`config.mk`:
```
export PLATFORM = sky130hd
export DESIGN_NAME = redriver_ctl
export DESIGN_NICKNAME = d
export VERILOG_FILES = /design/src/hdl/redriver_ctl.v
export VERILOG_INCLUDE_DIRS = /design/src /design/src/hdl
export SDC_FILE = /design/constraint.sdc
export NUM_CORES = 1
export LEC_CHECK = 0
export BUFFER_PORTS_ARGS = -buffer_cell sky130_fd_sc_hd__buf_2
export CORE_MARGIN = 4
export CORE_UTILIZATION = 30
export DETAILED_ROUTE_END_ITERATION = 12
export GPL_ROUTABILITY_DRIVEN = 0
export GPL_TIMING_DRIVEN = 0
export HOLD_SLACK_MARGIN = 0.1
export PLACE_DENSITY = 0.56
export SYNTH_ARGS = -nofsm -noshare
export SYNTH_HDL_FRONTEND = slang
export SYNTH_SLANG_ARGS = --single-unit
```
`constraint.sdc`:
```
create_clock -name clk_i -period 5 [get_ports clk_i]
set_clock_uncertainty 0.2 [all_clocks]
set_input_delay 0 -clock clk_i [delete_from_list [all_inputs] [get_ports clk_i]]
set_output_delay 0 -clock clk_i [all_outputs]
set_load 0.02 [all_outputs]
```
`src/hdl/redriver_ctl_map.vh`:
```
// Purpose: Constants for the redriver mode control block.
// Assumes: 125 MHz clock, Wishbone register bus with 32-bit data.
// Notes: Offsets are byte addresses; times are in microseconds.
`ifndef REDRIVER_CTL_MAP_VH
`define REDRIVER_CTL_MAP_VH
`define CLK_MHZ 125
`define OFS_CONTROL 8'h00
`define OFS_GAIN_LANE_A 8'h04
`define OFS_GAIN_LANE_B 8'h08
`define OFS_GAIN_UP 8'h0C
`define OFS_STATUS 8'h10
`define OFS_IDLE_LIMIT 8'h14
`define CTL_ORIENT_BIT 2
`define CTL_CODE_LSB 0
`define CONTROL_RESET 3'h1
`define GAIN_RESET 4'h0
`define IDLE_LIMIT_RESET 16'h0400
`define POWER_GOOD_DELAY_US 500
`define STRAP_SETUP_TIME_US 250
`define STRAP_HOLD_TIME_US 10
`define CONTROL_DEBOUNCE_TIME_US 16000
`define DETECT_PERIOD_US 100
`define LVL_0 2'h0
`define LVL_R 2'h1
`define LVL_F 2'h2
`define LVL_1 2'h3
`endif

```
`src/hdl/redriver_ctl.v`:
```
// Purpose: Mode, gain and link-state control of a 2:1 USB 3.1 redriver switch.
// Assumes: Inputs synchronous to clk_i; four-level pins arrive pre-decoded.
// Notes: The rules that this block keeps are listed below.
// Functional notes
// - Nonzero mode strap selects register mode.
// - Control code 00 off, 01 on, others reserved.
// - Gain setting is four times high plus low.
// - Lane A, lane B, upstream selectors, pins or registers.
// - Enabled link sits in exactly one state.
// - Disconnect until both terminations, then U0.
// - U0 redrives traffic on both ports.
// - Idle on both ports moves U0 to U1.
// - U1 keeps terminations and common mode.
// - U2/U3 polls detection; missing termination disconnects.
// - U2/U3 signaling detected moves to U0.
// - U2/U3 keeps terminations, drops common mode.
// - Power good within 500 microseconds.
// - Debounce test, enable and orientation pins.
// - Straps latched once power good rises, pulls dropped.
// - Pin mode enable and orientation pins steer routing.
// - Equalization off while signaling is received.
//
// Added by the designer: the Wishbone register port and the register addresses.
`timescale 1ns/1ps
`include "redriver_ctl_map.vh"

module redriver_ctl #(
	parameter [31:0] PG_CYCLES = `POWER_GOOD_DELAY_US * `CLK_MHZ,
	parameter [31:0] DB_CYCLES = `CONTROL_DEBOUNCE_TIME_US * `CLK_MHZ,
	parameter [31:0] DET_CYCLES = `DETECT_PERIOD_US * `CLK_MHZ
) (
	input wire clk_i,
	input wire rst_i,
	input wire ce_i,
	input wire [31:0] wb_adr_i,
	input wire [31:0] wb_dat_i,
	input wire [3:0] wb_sel_i,
	input wire wb_we_i,
	input wire wb_cyc_i,
	input wire wb_stb_i,
	output reg [31:0] wb_dat_o,
	output reg wb_ack_o,
	input wire [1:0] config_mode_level_i,
	input wire [1:0] downstream_gain_pin_high_i,
	input wire [1:0] downstream_gain_pin_low_i,
	input wire [1:0] upstream_gain_pin_high_i,
	input wire [1:0] upstream_gain_pin_low_i,
	input wire usb_enable_pin_i,
	input wire orientation_pin_i,
	input wire test_strap_pin_i,
	input wire up_term_i,
	input wire down_term_i,
	input wire up_idle_i,
	input wire down_idle_i,
	input wire lfps_i,
	output reg power_good_o,
	output reg strap_pulls_on_o,
	output reg route_unflipped_o,
	output reg route_flipped_o,
	output reg redrive_on_o,
	output reg rx_term_on_o,
	output reg tx_cm_on_o,
	output reg detect_pulse_o,
	output reg eq_on_o,
	output reg [3:0] lane_a_gain_o,
	output reg [3:0] lane_b_gain_o,
	output reg [3:0] upstream_gain_o,
	output reg [3:0] link_state_o,
	output reg test_mode_o
);
	localparam [3:0] ST_DISC = 4'h1;
	localparam [3:0] ST_U0 = 4'h2;
	localparam [3:0] ST_U1 = 4'h4;
	localparam [3:0] ST_U23 = 4'h8;

	// ***************************************************************
	// Power-up sequencing and strap latching.
	// ***************************************************************
	localparam [31:0] HOLD_CYCLES = `STRAP_HOLD_TIME_US * `CLK_MHZ;
	reg [31:0] pg_cnt_r;
	reg [31:0] hold_cnt_r;
	reg pg_r;
	reg latched_r;
	reg reg_mode_r;
	reg [3:0] pin_gain_ds_r;
	reg [3:0] pin_gain_up_r;
	always @(posedge clk_i) begin
		if (rst_i) begin
			pg_cnt_r <= 32'h0;
			hold_cnt_r <= 32'h0;
			pg_r <= 1'b0;
			latched_r <= 1'b0;
			reg_mode_r <= 1'b0;
			pin_gain_ds_r <= `GAIN_RESET;
			pin_gain_up_r <= `GAIN_RESET;
			strap_pulls_on_o <= 1'b1;
			power_good_o <= 1'b0;
		end else if (ce_i) begin
			if (!pg_r) begin
				if (pg_cnt_r >= PG_CYCLES - 32'h1)
					pg_r <= 1'b1;
				else
					pg_cnt_r <= pg_cnt_r + 32'h1;
			end
			power_good_o <= pg_r;
			if (pg_r && !latched_r) begin
				latched_r <= 1'b1;
				reg_mode_r <= (config_mode_level_i != `LVL_0);
				pin_gain_ds_r <= {downstream_gain_pin_high_i, downstream_gain_pin_low_i};
				pin_gain_up_r <= {upstream_gain_pin_high_i, upstream_gain_pin_low_i};
			end
			if (latched_r && strap_pulls_on_o) begin
				if (hold_cnt_r >= HOLD_CYCLES - 32'h1)
					strap_pulls_on_o <= 1'b0;
				else
					hold_cnt_r <= hold_cnt_r + 32'h1;
			end
		end
	end

	// ***************************************************************
	// Control pin debounce.
	// ***************************************************************
	reg [2:0] db_stable_r;
	reg [2:0] db_last_r;
	reg [31:0] db_cnt_r;
	always @(posedge clk_i) begin
		if (rst_i) begin
			db_stable_r <= 3'h0;
			db_last_r <= 3'h0;
			db_cnt_r <= 32'h0;
		end else if (ce_i) begin
			db_last_r <= {test_strap_pin_i, orientation_pin_i, usb_enable_pin_i};
			if (db_last_r != {test_strap_pin_i, orientation_pin_i, usb_enable_pin_i})
				db_cnt_r <= 32'h0;
			else if (db_cnt_r >= DB_CYCLES - 32'h1)
				db_stable_r <= db_last_r;
			else
				db_cnt_r <= db_cnt_r + 32'h1;
		end
	end

	// ***************************************************************
	// Wishbone registers.
	// ***************************************************************
	reg [2:0] control_r;
	reg [3:0] lane_a_gain_select_r;
	reg [3:0] lane_b_gain_select_r;
	reg [3:0] upstream_gain_select_r;
	reg [15:0] idle_limit_r;
	wire control_code_high = control_r[`CTL_CODE_LSB + 1];
	wire control_code_low = control_r[`CTL_CODE_LSB];
	wire orientation_bit = control_r[`CTL_ORIENT_BIT];
	wire req = wb_cyc_i && wb_stb_i && !wb_ack_o;
	wire [7:0] ofs = wb_adr_i[7:0];
	reg [31:0] rd_nxt;
	always @* begin
		case (ofs)
		`OFS_CONTROL: rd_nxt = {29'h0, control_r};
		`OFS_GAIN_LANE_A: rd_nxt = {28'h0, lane_a_gain_select_r};
		`OFS_GAIN_LANE_B: rd_nxt = {28'h0, lane_b_gain_select_r};
		`OFS_GAIN_UP: rd_nxt = {28'h0, upstream_gain_select_r};
		`OFS_STATUS: rd_nxt = {24'h0, db_stable_r, reg_mode_r, link_state_o};
		`OFS_IDLE_LIMIT: rd_nxt = {16'h0, idle_limit_r};
		default: rd_nxt = 32'h0;
		endcase
	end
	always @(posedge clk_i) begin
		if (rst_i) begin
			control_r <= `CONTROL_RESET;
			lane_a_gain_select_r <= `GAIN_RESET;
			lane_b_gain_select_r <= `GAIN_RESET;
			upstream_gain_select_r <= `GAIN_RESET;
			idle_limit_r <= `IDLE_LIMIT_RESET;
			wb_ack_o <= 1'b0;
			wb_dat_o <= 32'h0;
		end else if (ce_i) begin
			wb_ack_o <= req;
			if (req) begin
				wb_dat_o <= rd_nxt;
				if (wb_we_i && wb_sel_i[0]) begin
					case (ofs)
					`OFS_CONTROL: control_r <= wb_dat_i[2:0];
					`OFS_GAIN_LANE_A: lane_a_gain_select_r <= wb_dat_i[3:0];
					`OFS_GAIN_LANE_B: lane_b_gain_select_r <= wb_dat_i[3:0];
					`OFS_GAIN_UP: upstream_gain_select_r <= wb_dat_i[3:0];
					`OFS_IDLE_LIMIT: idle_limit_r[7:0] <= wb_dat_i[7:0];
					default: ;
					endcase
				end
				if (wb_we_i && wb_sel_i[1] && ofs == `OFS_IDLE_LIMIT)
					idle_limit_r[15:8] <= wb_dat_i[15:8];
			end
		end
	end

	// ***************************************************************
	// Mode decode.
	// ***************************************************************
	wire pin_on = db_stable_r[0];
	wire reg_on = !control_code_high && control_code_low;
	wire usb_on = latched_r && (reg_mode_r ? reg_on : pin_on);
	wire flip = reg_mode_r ? orientation_bit : db_stable_r[1];

	// ***************************************************************
	// Link-state machine.
	// ***************************************************************
	reg [3:0] state_r;
	reg [3:0] state_nxt;
	reg [15:0] idle_cnt_r;
	reg [31:0] det_cnt_r;
	wire both_term = up_term_i && down_term_i;
	wire both_idle = up_idle_i && down_idle_i;
	wire det_tick = (det_cnt_r >= DET_CYCLES - 32'h1);
	always @* begin
		state_nxt = state_r;
		case (state_r)
		ST_DISC: if (both_term) state_nxt = ST_U0;
		ST_U0: if (both_idle) state_nxt = ST_U1;
		ST_U1: begin
			if (!both_idle || lfps_i)
				state_nxt = ST_U0;
			else if (idle_cnt_r >= idle_limit_r)
				state_nxt = ST_U23;
		end
		ST_U23: begin
			if (det_tick && !both_term)
				state_nxt = ST_DISC;
			else if (lfps_i)
				state_nxt = ST_U0;
		end
		default: state_nxt = ST_DISC;
		endcase
		if (!usb_on)
			state_nxt = ST_DISC;
	end
	always @(posedge clk_i) begin
		if (rst_i) begin
			state_r <= ST_DISC;
			idle_cnt_r <= 16'h0;
			det_cnt_r <= 32'h0;
		end else if (ce_i) begin
			state_r <= state_nxt;
			if (state_r == ST_U1 && state_nxt == ST_U1)
				idle_cnt_r <= idle_cnt_r + 16'h1;
			else
				idle_cnt_r <= 16'h0;
			if (state_r != ST_U23 || det_tick)
				det_cnt_r <= 32'h0;
			else
				det_cnt_r <= det_cnt_r + 32'h1;
		end
	end

	// ***************************************************************
	// Registered outputs.
	// ***************************************************************
	always @(posedge clk_i) begin
		if (rst_i) begin
			route_unflipped_o <= 1'b0;
			route_flipped_o <= 1'b0;
			redrive_on_o <= 1'b0;
			rx_term_on_o <= 1'b0;
			tx_cm_on_o <= 1'b0;
			detect_pulse_o <= 1'b0;
			eq_on_o <= 1'b0;
			lane_a_gain_o <= `GAIN_RESET;
			lane_b_gain_o <= `GAIN_RESET;
			upstream_gain_o <= `GAIN_RESET;
			link_state_o <= ST_DISC;
			test_mode_o <= 1'b0;
		end else if (ce_i) begin
			route_unflipped_o <= usb_on && !flip;
			route_flipped_o <= usb_on && flip;
			redrive_on_o <= (state_nxt == ST_U0);
			rx_term_on_o <= (state_nxt != ST_DISC);
			tx_cm_on_o <= (state_nxt == ST_U0) || (state_nxt == ST_U1);
			detect_pulse_o <= (state_r == ST_U23 && det_tick) || (state_r == ST_DISC && usb_on);
			eq_on_o <= usb_on && !lfps_i;
			lane_a_gain_o <= reg_mode_r ? lane_a_gain_select_r : pin_gain_ds_r;
			lane_b_gain_o <= reg_mode_r ? lane_b_gain_select_r : pin_gain_ds_r;
			upstream_gain_o <= reg_mode_r ? upstream_gain_select_r : pin_gain_up_r;
			link_state_o <= state_nxt;
			test_mode_o <= db_stable_r[2];
		end
	end
endmodule // redriver_ctl

```
==> flow_summary.yaml <==
synth:
  ys_async_sr_fraction_pct: 0
  yosysSeqAreaShare_pct: 46.6
  synth_cell_types: 65
  syn-cell-area_mm2: 0.0101
  synth_top_area_share_pct: 46.6
  syn_inst: 1143
  synth_edf_count: 0
  synth_area_leaders: "dfxtp_1 (47%), nor2_1 (5.7%), mux2i_1 (4.5%)"
  synth_area_per_cell_um2: 8.83
  synth-seq-cells: 235
  yosysTopAreaCell: "dfxtp_1"
  synth_ff_type: "dfxtp_1"
  synth-warning-count: 0
setup_path:
  crit_path_cell_trace: "and4b_1, clkbuf_1, nand3_1, dlygate4sd3_1, or2_1, nor3_2, nor2b_1, a211o_1, dlygate4sd3_1"
  crit_buf_inv: 3
  r2r-end: "control_r[0]"
  r2r-start: "wb_ack_o"
  cpLargestDelayFamily: "buffers and inverters"
  worst-path-stages: 9
  ff2ff_setup_slack_ns: 1.59
  end_kind: "register"
  slowest_stage: "dlygate4sd3_1"
  cp.required_ns: 5.22
  max_stage_delay_ns: 0.62
  rr_worst_depth: 9
  arrival_ns: 3.63
  startpoint_type: "register"
  critPathMostFrequentCell: "dlygate4sd3_1"
  crit_fanout: 5
  crit_type: "register to register"
cells_and_area:
  synthToLayoutAreaGrowth_pct: 27.7
  fillCellCount: 3348
  layout.cells.most_common: "dfxtp_1"
  layout.cells.non_filler: 1823
  final_nets: 1475
  drive_gt1_share_pct: 12.4
  layout_common_cells: "dfxtp_1 (235), nor2_1 (153), buf_2 (92)"
  final_util_pct: 39.2
cts:
  clock_path_buffers: 3
  clkTransAtPathRegs_ns: 0.06
  h-tree-depth: 1
  postCtsSetupBuffers: 0
  cts_root_buf: "clkbuf_16"
  insertion_delay_ns: 0.53
  cts_tree: "built"
  cts.sinks: 235
  numCtsBuffers: 26
pwr:
  leakage_nw: 4.85
  cellPowerDensity_mw_per_mm2: 316
  ir_drop_v: 0.000237
die:
  die_x_um: 191
  start_util_pct: 30.7
  ios: 151
  die_area_mm2: 0.0367
  fp.dieH_um: 191
  core_mm2: 0.0329
  core.rowCount: 66
global_route:
  grt_pass1_vias: 8292
  gr-total-overflow: 0
  grt_max_degree: 14
  grt_use_total_pct: 14.8
  grt_pass1_wl_um: 44000
  antenna_found_initial: 0
timing:
  fmax_mhz: 293
  finalSetupViolations: 0
  hold_viol_final: 0
  min_period_ns: 3.41
  setup_tns_ns: 0
  final_max_slew_viol_count: 0
  worstMarginPinSlew_ns: 0.980
  maxSlewHeadroom_pct: 34.1
  fin_crit_sh_pct: 68.2
  rsz0062_at_grt: "false"
  hold_slack_ns: 0.156
placement:
  dpl.hpwl_um: 20100
  dp.cells: 1690
  io_buffers: 90
routing:
  drt_iter0_drc: 525
  viasPerCell: 4.85
  route.detailed.drc: 0
  antenna_left: 0
  wl_per_cell_um: 15.4
  routed_wl_um: 28100
  dr.pass1.iters: 5
  vias: 8848
outcome:
  outcome: "complete, no violations"
worst_hold_path:
  hold_class: "input pin to register"
  hold_end: "idle_limit_r[6]"
  whs_path_depth: 4
  min_from: "wb_dat_i[6]"
job:
  max_cap_violations: 0
flip-flops by register name, indices dropped and copies added (netlist names), 16 cells and up:
register,count
hold_cnt_r,32
idle_limit_r,16
det_cnt_r,32
wb_dat_o,16
db_cnt_r,32
idle_cnt_r,16
pg_cnt_r,32
cell families (layout without fill, tap and decap cells):
family / count (synthesis) / count (layout) / share of synthesized area [%]
flip-flops: 235 / 235 / 46.6
AO/OA/AOI/OAI: 179 / 179 / 11.3
multiplexers: 50 / 50 / 5.35
other: 1 / 17 / 0.0371
buffers and inverters: 99 / 321 / 4.30
adder cells (fa/ha/maj): 23 / 23 / 2.85
AND/OR/NAND/NOR: 507 / 507 / 25.3
XOR/XNOR: 49 / 49 / 4.25
per-layer routing:
metal  up-vias  part of all wire (%)  global-route usage, %  routed length (um)
met5         -                     0                      0                   0
met4         0                   2.1                   3.43                 596
met3        41                   6.3                   2.76                1760
met2       221                    43                   22.7               12100
met1      4155                    48                   21.5               13600
li1       4431                     -                      -                   -
power by group:
| group | internal (W) | switching, W | leakage, nW | total [W] |
|---|---|---|---|---|
| Sequential | 0.00188 | 0.0000107 | 1.90 | 0.00190 |
| Combinational | 0.0000893 | 0.000133 | 2.50 | 0.000222 |
| Clock | 0.00118 | 0.000781 | 0.452 | 0.00196 |
| Total | 0.00315 | 0.000925 | 4.85 | 0.00408 |
cell usage after synthesis, types with 17 or more instances:
cell type / count
nor2_1: 153
mux2i_1: 45
a21oi_1: 74
and3_1: 18
dfxtp_1: 235
o21ai_0: 23
and2_1: 17
nor2b_1: 49
xor2_1: 27
or3_1: 19
inv_1: 32
nand2_1: 88
xnor2_1: 22
nand3_1: 43
ha_1: 23
nor4_1: 26
clkbuf_1: 43
nand4_1: 24
nor3_1: 25
how the worst max path moves through the flow:
stage / startpoint / endpoint / slack, ns
3_3_place_gp: db_cnt_r[2] / db_cnt_r[10] / 1.96
2_1_floorplan: hold_cnt_r[1] / hold_cnt_r[7] / 2.33
3_5_place_dp: db_cnt_r[2] / db_cnt_r[10] / 1.97
5_1_grt: wb_ack_o / control_r[0] / 1.44
4_1_cts: wb_ack_o / control_r[0] / 1.60
6_report: wb_ack_o / control_r[0] / 1.59
what timing repair did:
| action | 4_1_cts | 5_1_grt |
|---|---|---|
| hold buffers | 84 | 0 |
| gates resized for setup | 0 | 0 |
| endpoints found under the hold margin | 96 | 0 |
worst register-to-register path, stage by stage (launching register included):
cell and delay [ns]:
dfxtp_1 0.34, and4b_1 0.31, clkbuf_1 0.19, nand3_1 0.16, dlygate4sd3_1 0.62, or2_1 0.27
nor3_2 0.29, nor2b_1 0.10, a211o_1 0.27, dlygate4sd3_1 0.55
area by class of cell:
cell class,instances,area (um2),area share [%]
buffer,67,314,2.44
timing repair buffer,174,1290,10.0
clock inverter,13,125,0.971
clock buffer,35,766,5.94
multi-input combinational,824,5010,38.9
sequential,235,4700,36.5
antenna,1,2.50,0.0194
inverter,32,120,0.932
tap,442,553,4.29
stage by stage:
stage / power [W] / setup WS [ns] / area [um2]
global placement: 0.00212 / 1.96 / 11200
global route: 0.00423 / 1.44 / 12900
finish: 0.00408 / 1.59 / 12900
detailed placement: 0.00212 / 1.97 / 11200
floorplan: 0.00204 / 2.33 / 10200
CTS: 0.00412 / 1.60 / 12900
Note: power is estimated with default switching activity, not from simulation.
